$ cat config.mk
export PLATFORM = sky130hd
export DESIGN_NAME = odpd_top
export DESIGN_NICKNAME = d
export VERILOG_FILES = /design/src/hdl/odpd_pkg.sv /design/src/hdl/odpd_top.sv /design/src/hdl/odpd_sync2.sv /design/src/hdl/odpd_turn_timer.sv
export SDC_FILE = /design/constraint.sdc
export NUM_CORES = 1
export LEC_CHECK = 0
export ABC_CLOCK_PERIOD_IN_PS = 5250
export BUFFER_PORTS_ARGS = -buffer_cell sky130_fd_sc_hd__buf_2
export CAP_MARGIN = 10
export CORE_ASPECT_RATIO = 0.7
export CORE_MARGIN = 3
export CORE_UTILIZATION = 45
export CTS_CLUSTER_DIAMETER = 80
export DETAILED_ROUTE_END_ITERATION = 8
export GPL_TIMING_DRIVEN = 0
export PLACE_DENSITY = 0.68
export SLEW_MARGIN = 10
export SYNTH_ARGS = -nofsm -noshare
export SYNTH_HDL_FRONTEND = slang
export SYNTH_SLANG_ARGS = --single-unit
$ cat constraint.sdc
create_clock -name CLOCK_I -period 5.25 [get_ports CLOCK_I]
set_input_delay 0.525 -clock CLOCK_I [delete_from_list [all_inputs] [get_ports CLOCK_I]]
set_output_delay 0.525 -clock CLOCK_I [all_outputs]
set_load 0.02 [all_outputs]
$ cat src/hdl/odpd_pkg.sv
// constants, types and helpers shared by the termination control block
package odpd_pkg;

  // ---------------------------------------------------------------------------
  // clock and async turn windows
  // ---------------------------------------------------------------------------
  localparam int CLK_PERIOD_NS      = 50;
  localparam int ASYNC_ON_MIN_NS    = 1;
  localparam int ASYNC_ON_MAX_NS    = 9;
  localparam int ASYNC_OFF_MIN_NS   = 1;
  localparam int ASYNC_OFF_MAX_NS   = 9;
  // least times round up, longest round down, never below one cycle
  localparam int ON_MIN_RAW  = (ASYNC_ON_MIN_NS + CLK_PERIOD_NS - 1) / CLK_PERIOD_NS;
  localparam int ON_MAX_RAW  = ASYNC_ON_MAX_NS / CLK_PERIOD_NS;
  localparam int OFF_MIN_RAW = (ASYNC_OFF_MIN_NS + CLK_PERIOD_NS - 1) / CLK_PERIOD_NS;
  localparam int OFF_MAX_RAW = ASYNC_OFF_MAX_NS / CLK_PERIOD_NS;
  localparam logic [3:0] ON_MIN_CYC  = 4'((ON_MIN_RAW < 1) ? 1 : ON_MIN_RAW);
  localparam logic [3:0] ON_MAX_CYC  = 4'((ON_MAX_RAW < 1) ? 1 : ON_MAX_RAW);
  localparam logic [3:0] OFF_MIN_CYC = 4'((OFF_MIN_RAW < 1) ? 1 : OFF_MIN_RAW);
  localparam logic [3:0] OFF_MAX_CYC = 4'((OFF_MAX_RAW < 1) ? 1 : OFF_MAX_RAW);

  // ---------------------------------------------------------------------------
  // register map and fields
  // ---------------------------------------------------------------------------
  localparam logic [11:0] ADDR_MR1    = 12'h000;
  localparam logic [11:0] ADDR_MR2    = 12'h004;
  localparam logic [11:0] ADDR_MR5    = 12'h008;
  localparam logic [11:0] ADDR_TIMING = 12'h00C;
  localparam logic [11:0] ADDR_STATUS = 12'h010;
  localparam int DLL_EN_BIT  = 0;
  localparam int NOM_LSB     = 8;
  localparam int WR_LSB      = 9;
  localparam int BUF_DIS_BIT = 5;
  localparam int PARK_LSB    = 6;
  localparam int WL_LSB      = 0;
  localparam logic       DLL_EN_RST  = 1'b1;
  localparam logic [2:0] RTT_RST     = 3'h0;
  localparam logic [4:0] WL_RST      = 5'h09;
  localparam int PIPE_DEPTH = 32;
  localparam logic [1:0] RESP_OKAY   = 2'h0;
  localparam logic [1:0] RESP_SLVERR = 2'h2;

  typedef enum logic [3:0] {
    TS_PARK    = 4'b0001,
    TS_TO_NOM  = 4'b0010,
    TS_NOM     = 4'b0100,
    TS_TO_PARK = 4'b1000
  } odpd_term_t;

  // ---------------------------------------------------------------------------
  // helpers
  // ---------------------------------------------------------------------------
  function automatic logic [31:0] apply_strb(input logic [31:0] old_w,
                                             input logic [31:0] new_w,
                                             input logic [3:0]  strb);
    logic [31:0] res;
    res = old_w;
    for (int i = 0; i < 4; i++) begin
      if (strb[i]) begin
        res[i*8 +: 8] = new_w[i*8 +: 8];
      end
    end
    return res;
  endfunction

  function automatic logic [4:0] lat_index(input logic [4:0] wl);
    return (wl < 5'h02) ? 5'h00 : 5'(wl - 5'h02);
  endfunction

endpackage

$ cat src/hdl/odpd_top.sv
// termination control for dll-off and power-down with axi4-lite registers
`timescale 1ns/10ps
module odpd_top (
  input  wire logic        CLOCK_I,
  input  wire logic        RST_I,
  input  wire logic        CE_I,
  input  wire logic        ODT_I,
  input  wire logic        CKE_I,
  output logic      [2:0]  RTT_CODE_O,
  output logic             RTT_NOM_ON_O,
  output logic             POWER_DOWN_O,
  input  wire logic [11:0] AWADDR_I,
  input  wire logic        AWVALID_I,
  output logic             AWREADY_O,
  input  wire logic [31:0] WDATA_I,
  input  wire logic [3:0]  WSTRB_I,
  input  wire logic        WVALID_I,
  output logic             WREADY_O,
  output logic      [1:0]  BRESP_O,
  output logic             BVALID_O,
  input  wire logic        BREADY_I,
  input  wire logic [11:0] ARADDR_I,
  input  wire logic        ARVALID_I,
  output logic             ARREADY_O,
  output logic      [31:0] RDATA_O,
  output logic      [1:0]  RRESP_O,
  output logic             RVALID_O,
  input  wire logic        RREADY_I
);
  // ---------------------------------------------------------------------------
  // pin sampling
  // ---------------------------------------------------------------------------
  logic [1:0] pins_s;
  logic       odt_s;
  logic       cke_s;

  // cke travels inverted so the synchroniser's reset value reads as powered up,
  // otherwise a false power-down entry would follow every reset
  odpd_sync2 #(
    .WIDTH (2)
  ) u_sync (
    .clk_i (CLOCK_I),
    .rst_i (RST_I),
    .ce_i  (CE_I),
    .d_i   ({ODT_I, !CKE_I}),
    .q_o   (pins_s)
  );
  assign odt_s = pins_s[1];
  assign cke_s = !pins_s[0];

  // ---------------------------------------------------------------------------
  // mode fields
  // ---------------------------------------------------------------------------
  logic       dll_en_q,   dll_en_d;
  logic [2:0] rtt_nom_q,  rtt_nom_d;
  logic [2:0] rtt_wr_q,   rtt_wr_d;
  logic       buf_dis_q,  buf_dis_d;
  logic [2:0] rtt_park_q, rtt_park_d;
  logic [4:0] wl_q,       wl_d;

  // ---------------------------------------------------------------------------
  // termination core
  // ---------------------------------------------------------------------------
  localparam int PIPE_W = odpd_pkg::PIPE_DEPTH;
  logic                  async_mode;
  logic                  pd_block;
  logic                  dyn_odt_bad;
  logic [PIPE_W-1:0]     odt_pipe_q, odt_pipe_d;
  logic                  sync_nom;
  logic                  async_nom;
  logic                  async_busy;
  logic                  nom_apply;
  logic [2:0]            code_q,    code_d;
  logic                  nom_on_q,  nom_on_d;
  logic                  pd_q,      pd_d;

  assign async_mode  = !dll_en_q;
  assign pd_block    = !cke_s && buf_dis_q;
  // write termination is never applied here; a nonzero field with dll off is flagged
  assign dyn_odt_bad = async_mode && (rtt_wr_q != 3'h0);

  odpd_turn_timer u_timer (
    .clk_i  (CLOCK_I),
    .rst_i  (RST_I),
    .ce_i   (CE_I),
    .req_i  (async_mode && odt_s && !pd_block),
    .nom_o  (async_nom),
    .busy_o (async_busy)
  );

  // synchronous path delays the sample by write latency minus one
  assign sync_nom = odt_pipe_q[odpd_pkg::lat_index(wl_q)];

  always_comb begin
    odt_pipe_d = {odt_pipe_q[PIPE_W-2:0], odt_s};
    // flushing drops every sample taken in the window before entry, so park wins
    if (pd_block) begin
      odt_pipe_d = '0;
    end
    nom_apply = (async_mode ? async_nom : sync_nom) && !pd_block;
    code_d    = nom_apply ? rtt_nom_q : rtt_park_q;
    nom_on_d  = nom_apply;
    pd_d      = !cke_s;
  end

  always_ff @(posedge CLOCK_I or posedge RST_I) begin
    if (RST_I) begin
      odt_pipe_q <= '0;
      code_q     <= odpd_pkg::RTT_RST;
      nom_on_q   <= 1'b0;
      pd_q       <= 1'b0;
    end else if (CE_I) begin
      odt_pipe_q <= odt_pipe_d;
      code_q     <= code_d;
      nom_on_q   <= nom_on_d;
      pd_q       <= pd_d;
    end
  end

  assign RTT_CODE_O   = code_q;
  assign RTT_NOM_ON_O = nom_on_q;
  assign POWER_DOWN_O = pd_q;

  // ---------------------------------------------------------------------------
  // register words
  // ---------------------------------------------------------------------------
  logic [31:0] mr1_w, mr2_w, mr5_w, tim_w, stat_w;

  always_comb begin
    mr1_w = 32'h0;
    mr2_w = 32'h0;
    mr5_w = 32'h0;
    tim_w = 32'h0;
    mr1_w[odpd_pkg::DLL_EN_BIT]       = dll_en_q;
    mr1_w[odpd_pkg::NOM_LSB +: 3]     = rtt_nom_q;
    mr2_w[odpd_pkg::WR_LSB +: 3]      = rtt_wr_q;
    mr5_w[odpd_pkg::BUF_DIS_BIT]      = buf_dis_q;
    mr5_w[odpd_pkg::PARK_LSB +: 3]    = rtt_park_q;
    tim_w[odpd_pkg::WL_LSB +: 5]      = wl_q;
    stat_w = {23'h0, async_busy, odt_s, dyn_odt_bad, async_mode, pd_q, nom_on_q, code_q};
  end

  function automatic logic [32:0] reg_pick(input logic [11:0] a,
                                           input logic [31:0] m1, m2, m5, tm, st);
    case (a)
      odpd_pkg::ADDR_MR1:    reg_pick = {1'b1, m1};
      odpd_pkg::ADDR_MR2:    reg_pick = {1'b1, m2};
      odpd_pkg::ADDR_MR5:    reg_pick = {1'b1, m5};
      odpd_pkg::ADDR_TIMING: reg_pick = {1'b1, tm};
      odpd_pkg::ADDR_STATUS: reg_pick = {1'b1, st};
      default:               reg_pick = {1'b0, 32'h0};
    endcase
  endfunction

  // ---------------------------------------------------------------------------
  // axi4-lite slave
  // ---------------------------------------------------------------------------
  logic        awready_q, awready_d, aw_full_q, aw_full_d;
  logic        wready_q,  wready_d,  w_full_q,  w_full_d;
  logic [11:0] awaddr_q,  awaddr_d;
  logic [31:0] wdata_q,   wdata_d;
  logic [3:0]  wstrb_q,   wstrb_d;
  logic        bvalid_q,  bvalid_d;
  logic [1:0]  bresp_q,   bresp_d;
  logic        arready_q, arready_d, rvalid_q, rvalid_d;
  logic [31:0] rdata_q,   rdata_d;
  logic [1:0]  rresp_q,   rresp_d;
  logic        aw_take, w_take, do_write, ar_take;
  logic [32:0] wr_pick, rd_pick;
  logic [31:0] merged;

  assign aw_take  = AWVALID_I && awready_q;
  assign w_take   = WVALID_I && wready_q;
  assign ar_take  = ARVALID_I && arready_q;
  assign do_write = aw_full_q && w_full_q && !bvalid_q;
  assign wr_pick  = reg_pick(awaddr_q, mr1_w, mr2_w, mr5_w, tim_w, stat_w);
  assign rd_pick  = reg_pick(ARADDR_I, mr1_w, mr2_w, mr5_w, tim_w, stat_w);
  assign merged   = odpd_pkg::apply_strb(wr_pick[31:0], wdata_q, wstrb_q);

  always_comb begin
    aw_full_d = aw_full_q;
    w_full_d  = w_full_q;
    awaddr_d  = awaddr_q;
    wdata_d   = wdata_q;
    wstrb_d   = wstrb_q;
    bvalid_d  = bvalid_q;
    bresp_d   = bresp_q;
    if (aw_take) begin
      aw_full_d = 1'b1;
      awaddr_d  = AWADDR_I;
    end
    if (w_take) begin
      w_full_d = 1'b1;
      wdata_d  = WDATA_I;
      wstrb_d  = WSTRB_I;
    end
    if (bvalid_q && BREADY_I) begin
      bvalid_d = 1'b0;
    end
    if (do_write) begin
      aw_full_d = 1'b0;
      w_full_d  = 1'b0;
      bvalid_d  = 1'b1;
      bresp_d   = wr_pick[32] ? odpd_pkg::RESP_OKAY : odpd_pkg::RESP_SLVERR;
    end
    // one write at a time: ready stays low until the response is gone
    awready_d = !aw_full_d && !bvalid_d;
    wready_d  = !w_full_d && !bvalid_d;
  end

  always_comb begin
    dll_en_d   = dll_en_q;
    rtt_nom_d  = rtt_nom_q;
    rtt_wr_d   = rtt_wr_q;
    buf_dis_d  = buf_dis_q;
    rtt_park_d = rtt_park_q;
    wl_d       = wl_q;
    if (do_write) begin
      case (awaddr_q)
        odpd_pkg::ADDR_MR1: begin
          dll_en_d  = merged[odpd_pkg::DLL_EN_BIT];
          rtt_nom_d = merged[odpd_pkg::NOM_LSB +: 3];
        end
        odpd_pkg::ADDR_MR2: begin
          rtt_wr_d = merged[odpd_pkg::WR_LSB +: 3];
        end
        odpd_pkg::ADDR_MR5: begin
          buf_dis_d  = merged[odpd_pkg::BUF_DIS_BIT];
          rtt_park_d = merged[odpd_pkg::PARK_LSB +: 3];
        end
        odpd_pkg::ADDR_TIMING: begin
          wl_d = merged[odpd_pkg::WL_LSB +: 5];
        end
        default: begin
          wl_d = wl_q;
        end
      endcase
    end
  end

  always_comb begin
    rvalid_d = rvalid_q;
    rdata_d  = rdata_q;
    rresp_d  = rresp_q;
    if (rvalid_q && RREADY_I) begin
      rvalid_d = 1'b0;
    end
    if (ar_take) begin
      rvalid_d = 1'b1;
      rdata_d  = rd_pick[31:0];
      rresp_d  = rd_pick[32] ? odpd_pkg::RESP_OKAY : odpd_pkg::RESP_SLVERR;
    end
    arready_d = !rvalid_d;
  end

  always_ff @(posedge CLOCK_I or posedge RST_I) begin
    if (RST_I) begin
      awready_q  <= 1'b0;
      wready_q   <= 1'b0;
      aw_full_q  <= 1'b0;
      w_full_q   <= 1'b0;
      awaddr_q   <= 12'h000;
      wdata_q    <= 32'h0;
      wstrb_q    <= 4'h0;
      bvalid_q   <= 1'b0;
      bresp_q    <= odpd_pkg::RESP_OKAY;
      arready_q  <= 1'b0;
      rvalid_q   <= 1'b0;
      rdata_q    <= 32'h0;
      rresp_q    <= odpd_pkg::RESP_OKAY;
      dll_en_q   <= odpd_pkg::DLL_EN_RST;
      rtt_nom_q  <= odpd_pkg::RTT_RST;
      rtt_wr_q   <= odpd_pkg::RTT_RST;
      buf_dis_q  <= 1'b0;
      rtt_park_q <= odpd_pkg::RTT_RST;
      wl_q       <= odpd_pkg::WL_RST;
    end else if (CE_I) begin
      awready_q  <= awready_d;
      wready_q   <= wready_d;
      aw_full_q  <= aw_full_d;
      w_full_q   <= w_full_d;
      awaddr_q   <= awaddr_d;
      wdata_q    <= wdata_d;
      wstrb_q    <= wstrb_d;
      bvalid_q   <= bvalid_d;
      bresp_q    <= bresp_d;
      arready_q  <= arready_d;
      rvalid_q   <= rvalid_d;
      rdata_q    <= rdata_d;
      rresp_q    <= rresp_d;
      dll_en_q   <= dll_en_d;
      rtt_nom_q  <= rtt_nom_d;
      rtt_wr_q   <= rtt_wr_d;
      buf_dis_q  <= buf_dis_d;
      rtt_park_q <= rtt_park_d;
      wl_q       <= wl_d;
    end
  end

  assign AWREADY_O = awready_q;
  assign WREADY_O  = wready_q;
  assign BVALID_O  = bvalid_q;
  assign BRESP_O   = bresp_q;
  assign ARREADY_O = arready_q;
  assign RVALID_O  = rvalid_q;
  assign RDATA_O   = rdata_q;
  assign RRESP_O   = rresp_q;
endmodule

$ cat src/hdl/odpd_sync2.sv
// two-flop synchroniser for pins entering the command clock domain
`timescale 1ns/10ps
module odpd_sync2 #(
  parameter int WIDTH = 2
) (
  input  wire logic             clk_i,
  input  wire logic             rst_i,
  input  wire logic             ce_i,
  input  wire logic [WIDTH-1:0] d_i,
  output logic      [WIDTH-1:0] q_o
);
  logic [WIDTH-1:0] meta_q;
  logic [WIDTH-1:0] meta_d;
  logic [WIDTH-1:0] sync_q;
  logic [WIDTH-1:0] sync_d;

  // only the second stage reads the first
  always_comb begin
    meta_d = d_i;
    sync_d = meta_q;
  end

  always_ff @(posedge clk_i or posedge rst_i) begin
    if (rst_i) begin
      meta_q <= '0;
      sync_q <= '0;
    end else if (ce_i) begin
      meta_q <= meta_d;
      sync_q <= sync_d;
    end
  end

  assign q_o = sync_q;
endmodule

$ cat src/hdl/odpd_turn_timer.sv
// async termination turn-on / turn-off sequencer
`timescale 1ns/10ps
module odpd_turn_timer (
  input  wire logic clk_i,
  input  wire logic rst_i,
  input  wire logic ce_i,
  input  wire logic req_i,
  output logic      nom_o,
  output logic      busy_o
);
  odpd_pkg::odpd_term_t st_q;
  odpd_pkg::odpd_term_t st_d;
  logic [3:0]           cnt_q;
  logic [3:0]           cnt_d;

  always_comb begin
    st_d  = st_q;
    cnt_d = cnt_q;
    case (st_q)
      odpd_pkg::TS_PARK: begin
        if (req_i) begin
          st_d  = odpd_pkg::TS_TO_NOM;
          cnt_d = 4'h1;
        end
      end
      odpd_pkg::TS_TO_NOM: begin
        if (!req_i) begin
          st_d  = odpd_pkg::TS_PARK;
          cnt_d = 4'h0;
        end else if (cnt_q >= odpd_pkg::ON_MAX_CYC) begin
          st_d  = odpd_pkg::TS_NOM;
          cnt_d = 4'h0;
        end else begin
          cnt_d = 4'(cnt_q + 4'h1);
        end
      end
      odpd_pkg::TS_NOM: begin
        if (!req_i) begin
          st_d  = odpd_pkg::TS_TO_PARK;
          cnt_d = 4'h1;
        end
      end
      odpd_pkg::TS_TO_PARK: begin
        if (req_i) begin
          st_d  = odpd_pkg::TS_NOM;
          cnt_d = 4'h0;
        end else if (cnt_q >= odpd_pkg::OFF_MAX_CYC) begin
          st_d  = odpd_pkg::TS_PARK;
          cnt_d = 4'h0;
        end else begin
          cnt_d = 4'(cnt_q + 4'h1);
        end
      end
      default: begin
        st_d  = odpd_pkg::TS_PARK;
        cnt_d = 4'h0;
      end
    endcase
  end

  always_ff @(posedge clk_i or posedge rst_i) begin
    if (rst_i) begin
      st_q  <= odpd_pkg::TS_PARK;
      cnt_q <= 4'h0;
    end else if (ce_i) begin
      st_q  <= st_d;
      cnt_q <= cnt_d;
    end
  end

  // park is left at the least time, nominal held until the off least time
  assign nom_o  = (st_q == odpd_pkg::TS_NOM) ||
                  ((st_q == odpd_pkg::TS_TO_NOM) && (cnt_q >= odpd_pkg::ON_MIN_CYC)) ||
                  ((st_q == odpd_pkg::TS_TO_PARK) && (cnt_q < odpd_pkg::OFF_MIN_CYC));
  assign busy_o = (st_q == odpd_pkg::TS_TO_NOM) || (st_q == odpd_pkg::TS_TO_PARK);
endmodule

# == Yosys cells after proc, flatten, opt, wreduce, memory -nomap -nowiden ==
# Cells that the tools add are included.
# word_totals
output_inout_bits,46
inputBits,70
register_bits,134
word_cells,131
# classes
n_eq_ne,19
order_cmp,4
muxes,33
n_addsub,2
reduce_logical,43
# ops
op,count
33-bit case mux with 5 select lines,2
12-bit by 4-bit == test with 1-bit output (second input constant),4
4-bit 2-to-1 mux,12
32-bit 2-to-1 mux,1
4-bit case mux with 4 select lines,2
12-bit by 3-bit == test with 1-bit output (second input constant),2
12-bit by 5-bit == test with 1-bit output (second input constant),2
12-bit logical NOT,2
1-bit logical AND,16
3-bit AND reduction,5
4-bit AND reduction,3
1-bit 2-to-1 mux,10
1-bit logical NOT,8
8-bit 2-to-1 mux,1
2-bit != test (second input constant),4
2-bit AND reduction,4
5-bit by 6-bit < comparator with 1-bit output (second input constant),1
1-bit binary-select mux with 5-bit select,1
5-bit by 2-bit < comparator with 1-bit output (second input constant),1
5-bit 2-to-1 mux,1
5-bit AND reduction,1
5-bit by 2-bit subtractor with 5-bit output (second input constant),1
4-bit by 1-bit adder with 4-bit output (second input constant),1
4-bit by 1-bit == test with 1-bit output (second input constant),1
12 further kinds,15

# == Depth between registers and ports, before layout ==
# depth
ltp_word,7
ltp_mapped,11
mapped_depth_nobuf,9

# == Cells and area by module ==
# Synthesis repeated with hierarchy kept, for this count alone.
# unflattened
hier_cells,554
area_unflattened_um2,5675.4
# by_module_without_submodules
module,n_inst,area_each_um2,seq_area_each_um2,cells_each
odpd_top,1,4956.0,2506.2,487
odpd_turn_timer,1,570.5,201.4,58
odpd_sync2,1,148.9,100.1,9

# == Least setup slack after synthesis ==
# No wires, ideal clock.
# synth_path
path_kind,register to register
startpoint,register wl_q[1]
endpoint,register nom_on_q (netlist: RTT_NOM_ON_O)
stages_incl_launch_ff,11
n_path_buf,2
setup_time_ns,0.125
required_ns,5.125
period_less_slack_ns,2.608
arrival_time_ns,2.483
setup_slack_ns,2.642
path_cell_list,dfrtp_1 -> buf_2 -> inv_1 -> ha_1 -> buf_6 -> mux2_4 -> a2111oi_2 -> a311oi_1 -> o2111ai_1 -> o211ai_4 -> mux2_4
# synth_via
elab_chain_cells,6
elab_cells_between_ends,7
classes_between,add/sub (1); order compare (1); mux (4); reduce/logical (1)
# synth_rtl
element,line,rtl
"start, declared",odpd_top.sv:59,"logic [4:0] wl_q, wl_d;"
"start signal, assigned",odpd_top.sv:276,wl_q <= odpd_pkg::WL_RST;
"start signal, assigned",odpd_top.sv:296,wl_q <= wl_d;
5-bit by 2-bit subtractor with 5-bit output or 5-bit by 2-bit < comparator with 1-bit output (tied branches),odpd_pkg.sv:67,return (wl < 5'h02) ? 5'h00 : 5'(wl - 5'h02);
5-bit 2-to-1 mux *,odpd_pkg.sv:67,
1-bit binary-select mux with 5-bit select *,odpd_top.sv:92,assign sync_nom = odt_pipe_q[odpd_pkg::lat_index(wl_q)];
1-bit 2-to-1 mux (implied by the code) *,odpd_top.sv:92,
1-bit 2-to-1 mux *,odpd_top.sv:100,nom_apply = (async_mode ? async_nom : sync_nom) && !pd_block;
1-bit logical AND *,odpd_top.sv:100,
"end signal, assigned",odpd_top.sv:115,nom_on_q <= nom_on_d;
"end, declared",odpd_top.sv:74,"logic nom_on_q, nom_on_d;"
# Every way passes the cells marked *; elsewhere a longest branch is shown, timed or not. The select of a mux whose other input is x is not followed.
# A chain may end at the register's enable or synchronous reset.

# == Worst setup path in the final report ==
# Ends and elaborated chain as after synthesis.

==> summary.md <==
| Metric | Value |
|---|---|
| Cells after Synth | `about 550` |
| FF+latch area | `2810 um^2` |
| Design Area, Final | `6630 um^2` |
| Worst reg2reg path depth | `10` |
| # Post-CTS Setup Buffers | `0` |
| Period minus WS final | `3.04 ns` |
| Starting Density | `a little under half` |
| Adder-cell share of the synthesized area | `less than 1%` |
| Compound-Gate Fraction of Synth Area | `12.6%` |
| Synth warn | `0` |
| Worst path arrival time | `3.28 ns` |
| Ys async rst share | `between 90% and 100%` |
| XOR/XNOR share of the synthesized area | `0.155%` |
| Final cycle utilization of the critical path | `between 50 and 60%` |
| Clk root buf | `clkbuf_16` |
| CP max stage cell | `ha_1` |
| Final TNS setup | `0 ns` |
| # IOs | `between 100 and 150` |
| Clock Sinks | `112` |
| Layout Nets | `722` |
| Crit path kind | `reg2reg` |
| Worst Skew | `0.0118 ns` |
| Clk_lat worst skew | `approximately 0.35 ns` |
| #FFs+latches synth | `around 110` |
| Ant diodes | `0` |
| Fin worst setup slack | `2.21 ns` |
| Largest family of logic cells by synthesized area | `simple AND/OR/NAND/NOR gates` |
| Net Sw Frac | `between 30% and 40%` |
| Global route overflow | `0` |
| Met1 Resource Use GR | `29.0%` |
| Int Pwr | `1800 uW` |
| Yosys cell types | `71` |
| Mux share of post-synthesis cell area | `13.3%` |
| P_sw | `796 uW` |
| Routed length per instance | `between 15 and 20 um` |
| Die Height | `between 90 and 100 um` |
| DRT antenna net count | `0` |
| Residual DRC count | `0` |
| Commonest non-fill, non-tap cell in the layout | `dfrtp_1` |
| Final Routed Wirelength | `around 13000 um` |
| Critical path's most frequent cell | `mux2_4` |
| Largest net degree at the start of global routing | `76` |
| Rel. slew slack | `37.8%` |
| Critical Path RT | `5.49 ns` |
| Simple-gate share of the synthesized area | `14.6%` |
| Slew Viols, Final | `0` |
| Area grow syn2layout | `17.5%` |
| Synth top area cells | `dfrtp_1, mux2_2, o21ai_0, nand3_1, inv_1` |
| HPWL Detailed | `about 10000 um` |
| Met2 GRT Util | `approximately 28%` |
| Vias/cell | `between 5 and 6` |
| Clock power share | `between 20 and 30%` |
| Fillers | `1083` |
| Longest Clk Path Bufs | `2` |
| Die area | `13900 um^2` |
| Max Fclk | `329 MHz` |
| Number of buffers created by CTS | `9` |
| Flop pwr share | `46.2%` |
| Most frequent cells in the layout | `dfrtp_1, buf_2, o21ai_0, mux2_2, inv_1` |
| Vias | `4316` |
| Setup-failing EPs final | `0` |
| Vias in the first global route | `4228` |
| Tot GR Track Use | `19.4%` |
| Post-CTS Hold Fix Bufs | `0` |
| Post-synth top area cell | `dfrtp_1` |
| Status | `finished, final reports clean` |
| CP max stage delay | `0.42 ns` |
| Grt peak-use layer | `met1` |
| Clock-pin slew on the worst setup and hold paths | `0.07 ns` |
| H-tree depth | `3` |
| Syn Area/Cell | `10.4 um^2` |
| First-pass GRT wire length | `21700 um` |
| Multi-input gate area | `2420 um^2` |
| Cell count after placement | `794` |
| Sequential fraction of the synthesis area | `49.8%` |
| RSZ-0062 raised after global routing | `no` |
| Max_cap viols | `0` |
| Fin. Hold Viols | `0` |
| Number of flops mapped to enable cells by yosys | `0` |
| Worst slew pin tran | `0.925 ns` |
| 1st-pass router iterations | `7` |
| Combinational power share | `25.2%` |
| CP Capture Type | `flop` |
| Worst slack at placement | `2.28 ns` |
| Design Power | `roughly 2600 uW` |
| Initial antenna violation count | `1` |
| Post_cts resized | `0` |
| Power density over the cells | `392 nW/um^2` |
| Die W | `approximately 140 um` |
| Post-route insts no fill | `810` |
| Placeable Area | `roughly 12000 um^2` |
| PortBufs | `70` |
| CTS tree | `done` |
| Drt initial violations | `roughly 340` |
| CP max FO | `10` |
| Post-synth top area share | `between 40% and 50%` |
| Worst VDD drop | `0.250 mV` |
| Share of cells above drive strength 1 | `28.9%` |
| Worst-path cell chain | `buf_2 > inv_1 > ha_1 > buf_6 > mux2_4 > a2111oi_2 > a311oi_1 > o2111ai_1 > o211ai_4 > mux2_4` |
| Post-synth top flop | `dfrtp_1` |
| Worst Hold Class | `in2async` |
| CP startpoint kind | `flop` |
| Synth Cell Area | `5640 um^2` |
| Grt met3 use | `between 5 and 6%` |
| DP Area | `6300 um^2` |
| Static Leak | `0.00307 uW` |
| Placer congestion estimate | `0.896` |
| FP Rows | `33` |
| R2R setup slack | `2.21 ns` |
==> flip-flops by register name, indices dropped and copies added, names as in the netlist, 2 cells and up <==
name and cells:
u_sync.meta_q 2, u_timer.st_q 4, RTT_CODE_O 3, RDATA_O 12, odt_pipe_q 32, rtt_wr_q 3, rtt_park_q 3, awaddr_q 12
wdata_q 12, rtt_nom_q 3, wl_q 5, u_timer.cnt_q 4, wstrb_q 2, u_sync.q_o 2
==> power by group through the flow <==
stage | combinational [uW] | clock, uW | sequential, uW
6_report | 655 | 745 | 1200
5_1_grt | 727 | 794 | 1230
3_5_place_dp | 652 | 0 | 1210
4_1_cts | 656 | 761 | 1200
2_1_floorplan | 481 | 0 | 1200
3_3_place_gp | 626 | 0 | 1200
==> cells by family (layout without fill, tap and decap cells) <==
group	after synthesis	in the layout
buf+inv	100	187
simple gates	154	154
other cells	1	22
mux	65	65
compound gates	108	108
xor+xnor	1	1
flops	112	112
fa+ha+maj	4	4
==> cell usage after synthesis (2+ instances only) <==
cell type  count
and2b_1        3
a222oi_1       2
o221ai_1       3
mux2_4         2
o31ai_1        3
or3_1          2
nor4_1         2
dfstp_2        4
mux2i_1       10
o21ai_0       53
mux2_2        51
o2111ai_1      2
o31a_1         2
buf_6          3
and2_1         3
nor2b_1        3
nand2_1       41
dfrtp_1      108
a211o_1        2
ha_1           4
o21a_1         2
inv_1         50
buf_4         23
nor2_1        17
a221oi_1       2
or2_2          3
buf_2          4
o21ai_1        2
nand2b_1       6
a211oi_1       2
and3_1         4
a22oi_1        7
a21oi_1       10
nor3_1         9
nand3_1       46
mux4_2         2
clkbuf_1      18
buf_1          2
==> layout make-up <==
type,count,share of cell area (%)
plain buffers,50,4.55
repair buffers,71,5.70
multi-input cells,354,36.6
flip-flops and latches,112,42.4
clock inverters,6,1.36
well taps,157,2.96
clock buffers,10,3.61
inverters,50,2.91
==> per-layer routing <==
layer | part of all wire [%] | vias to the layer above
met4 | 0.98 | 2
met1 | 50 | 2106
met3 | 6.4 | 15
met5 | 0.053 | -
met2 | 43 | 121
li1 | - | 2072
==> through the flow <==
step	util, %	hold slack (ns)
6_report	55.4	0.163
4_1_cts	55.4	0.163
5_1_grt	55.4	0.179
3_3_place_gp	52.3	0.458
3_5_place_dp	52.6	0.464
2_1_floorplan	-	0.444
==> critical path, delay by kind of cell, from the launching register on <==
family,cells,cell delay [ns]
AOI/OAI and AO/OA,4,1.01
adders and majority gates,1,0.42
buffers and inverters,3,0.59
DFF,1,0.32
muxes,2,0.59
==> final timing paths <==
kind                                             start                            to
worst max-delay path               wl_q[1]$_DFFE_PP0P_      RTT_NOM_ON_O$_DFFE_PP0P_
worst min-delay path                             RST_I        wdata_q[1]$_DFFE_PP0P_
worst max register to register     wl_q[1]$_DFFE_PP0P_      RTT_NOM_ON_O$_DFFE_PP0P_
worst min register to register  wdata_q[1]$_DFFE_PP0P_           wl_q[1]$_DFFE_PP0P_
max in group asynchronous                        RST_I   u_timer.st_q[0]$_DFFE_PP1P_
min in group CLOCK_I                             CKE_I  u_sync.meta_q[0]$_DFFE_PP0P_
No activity file was read; power rests on OpenSTA's default activity.
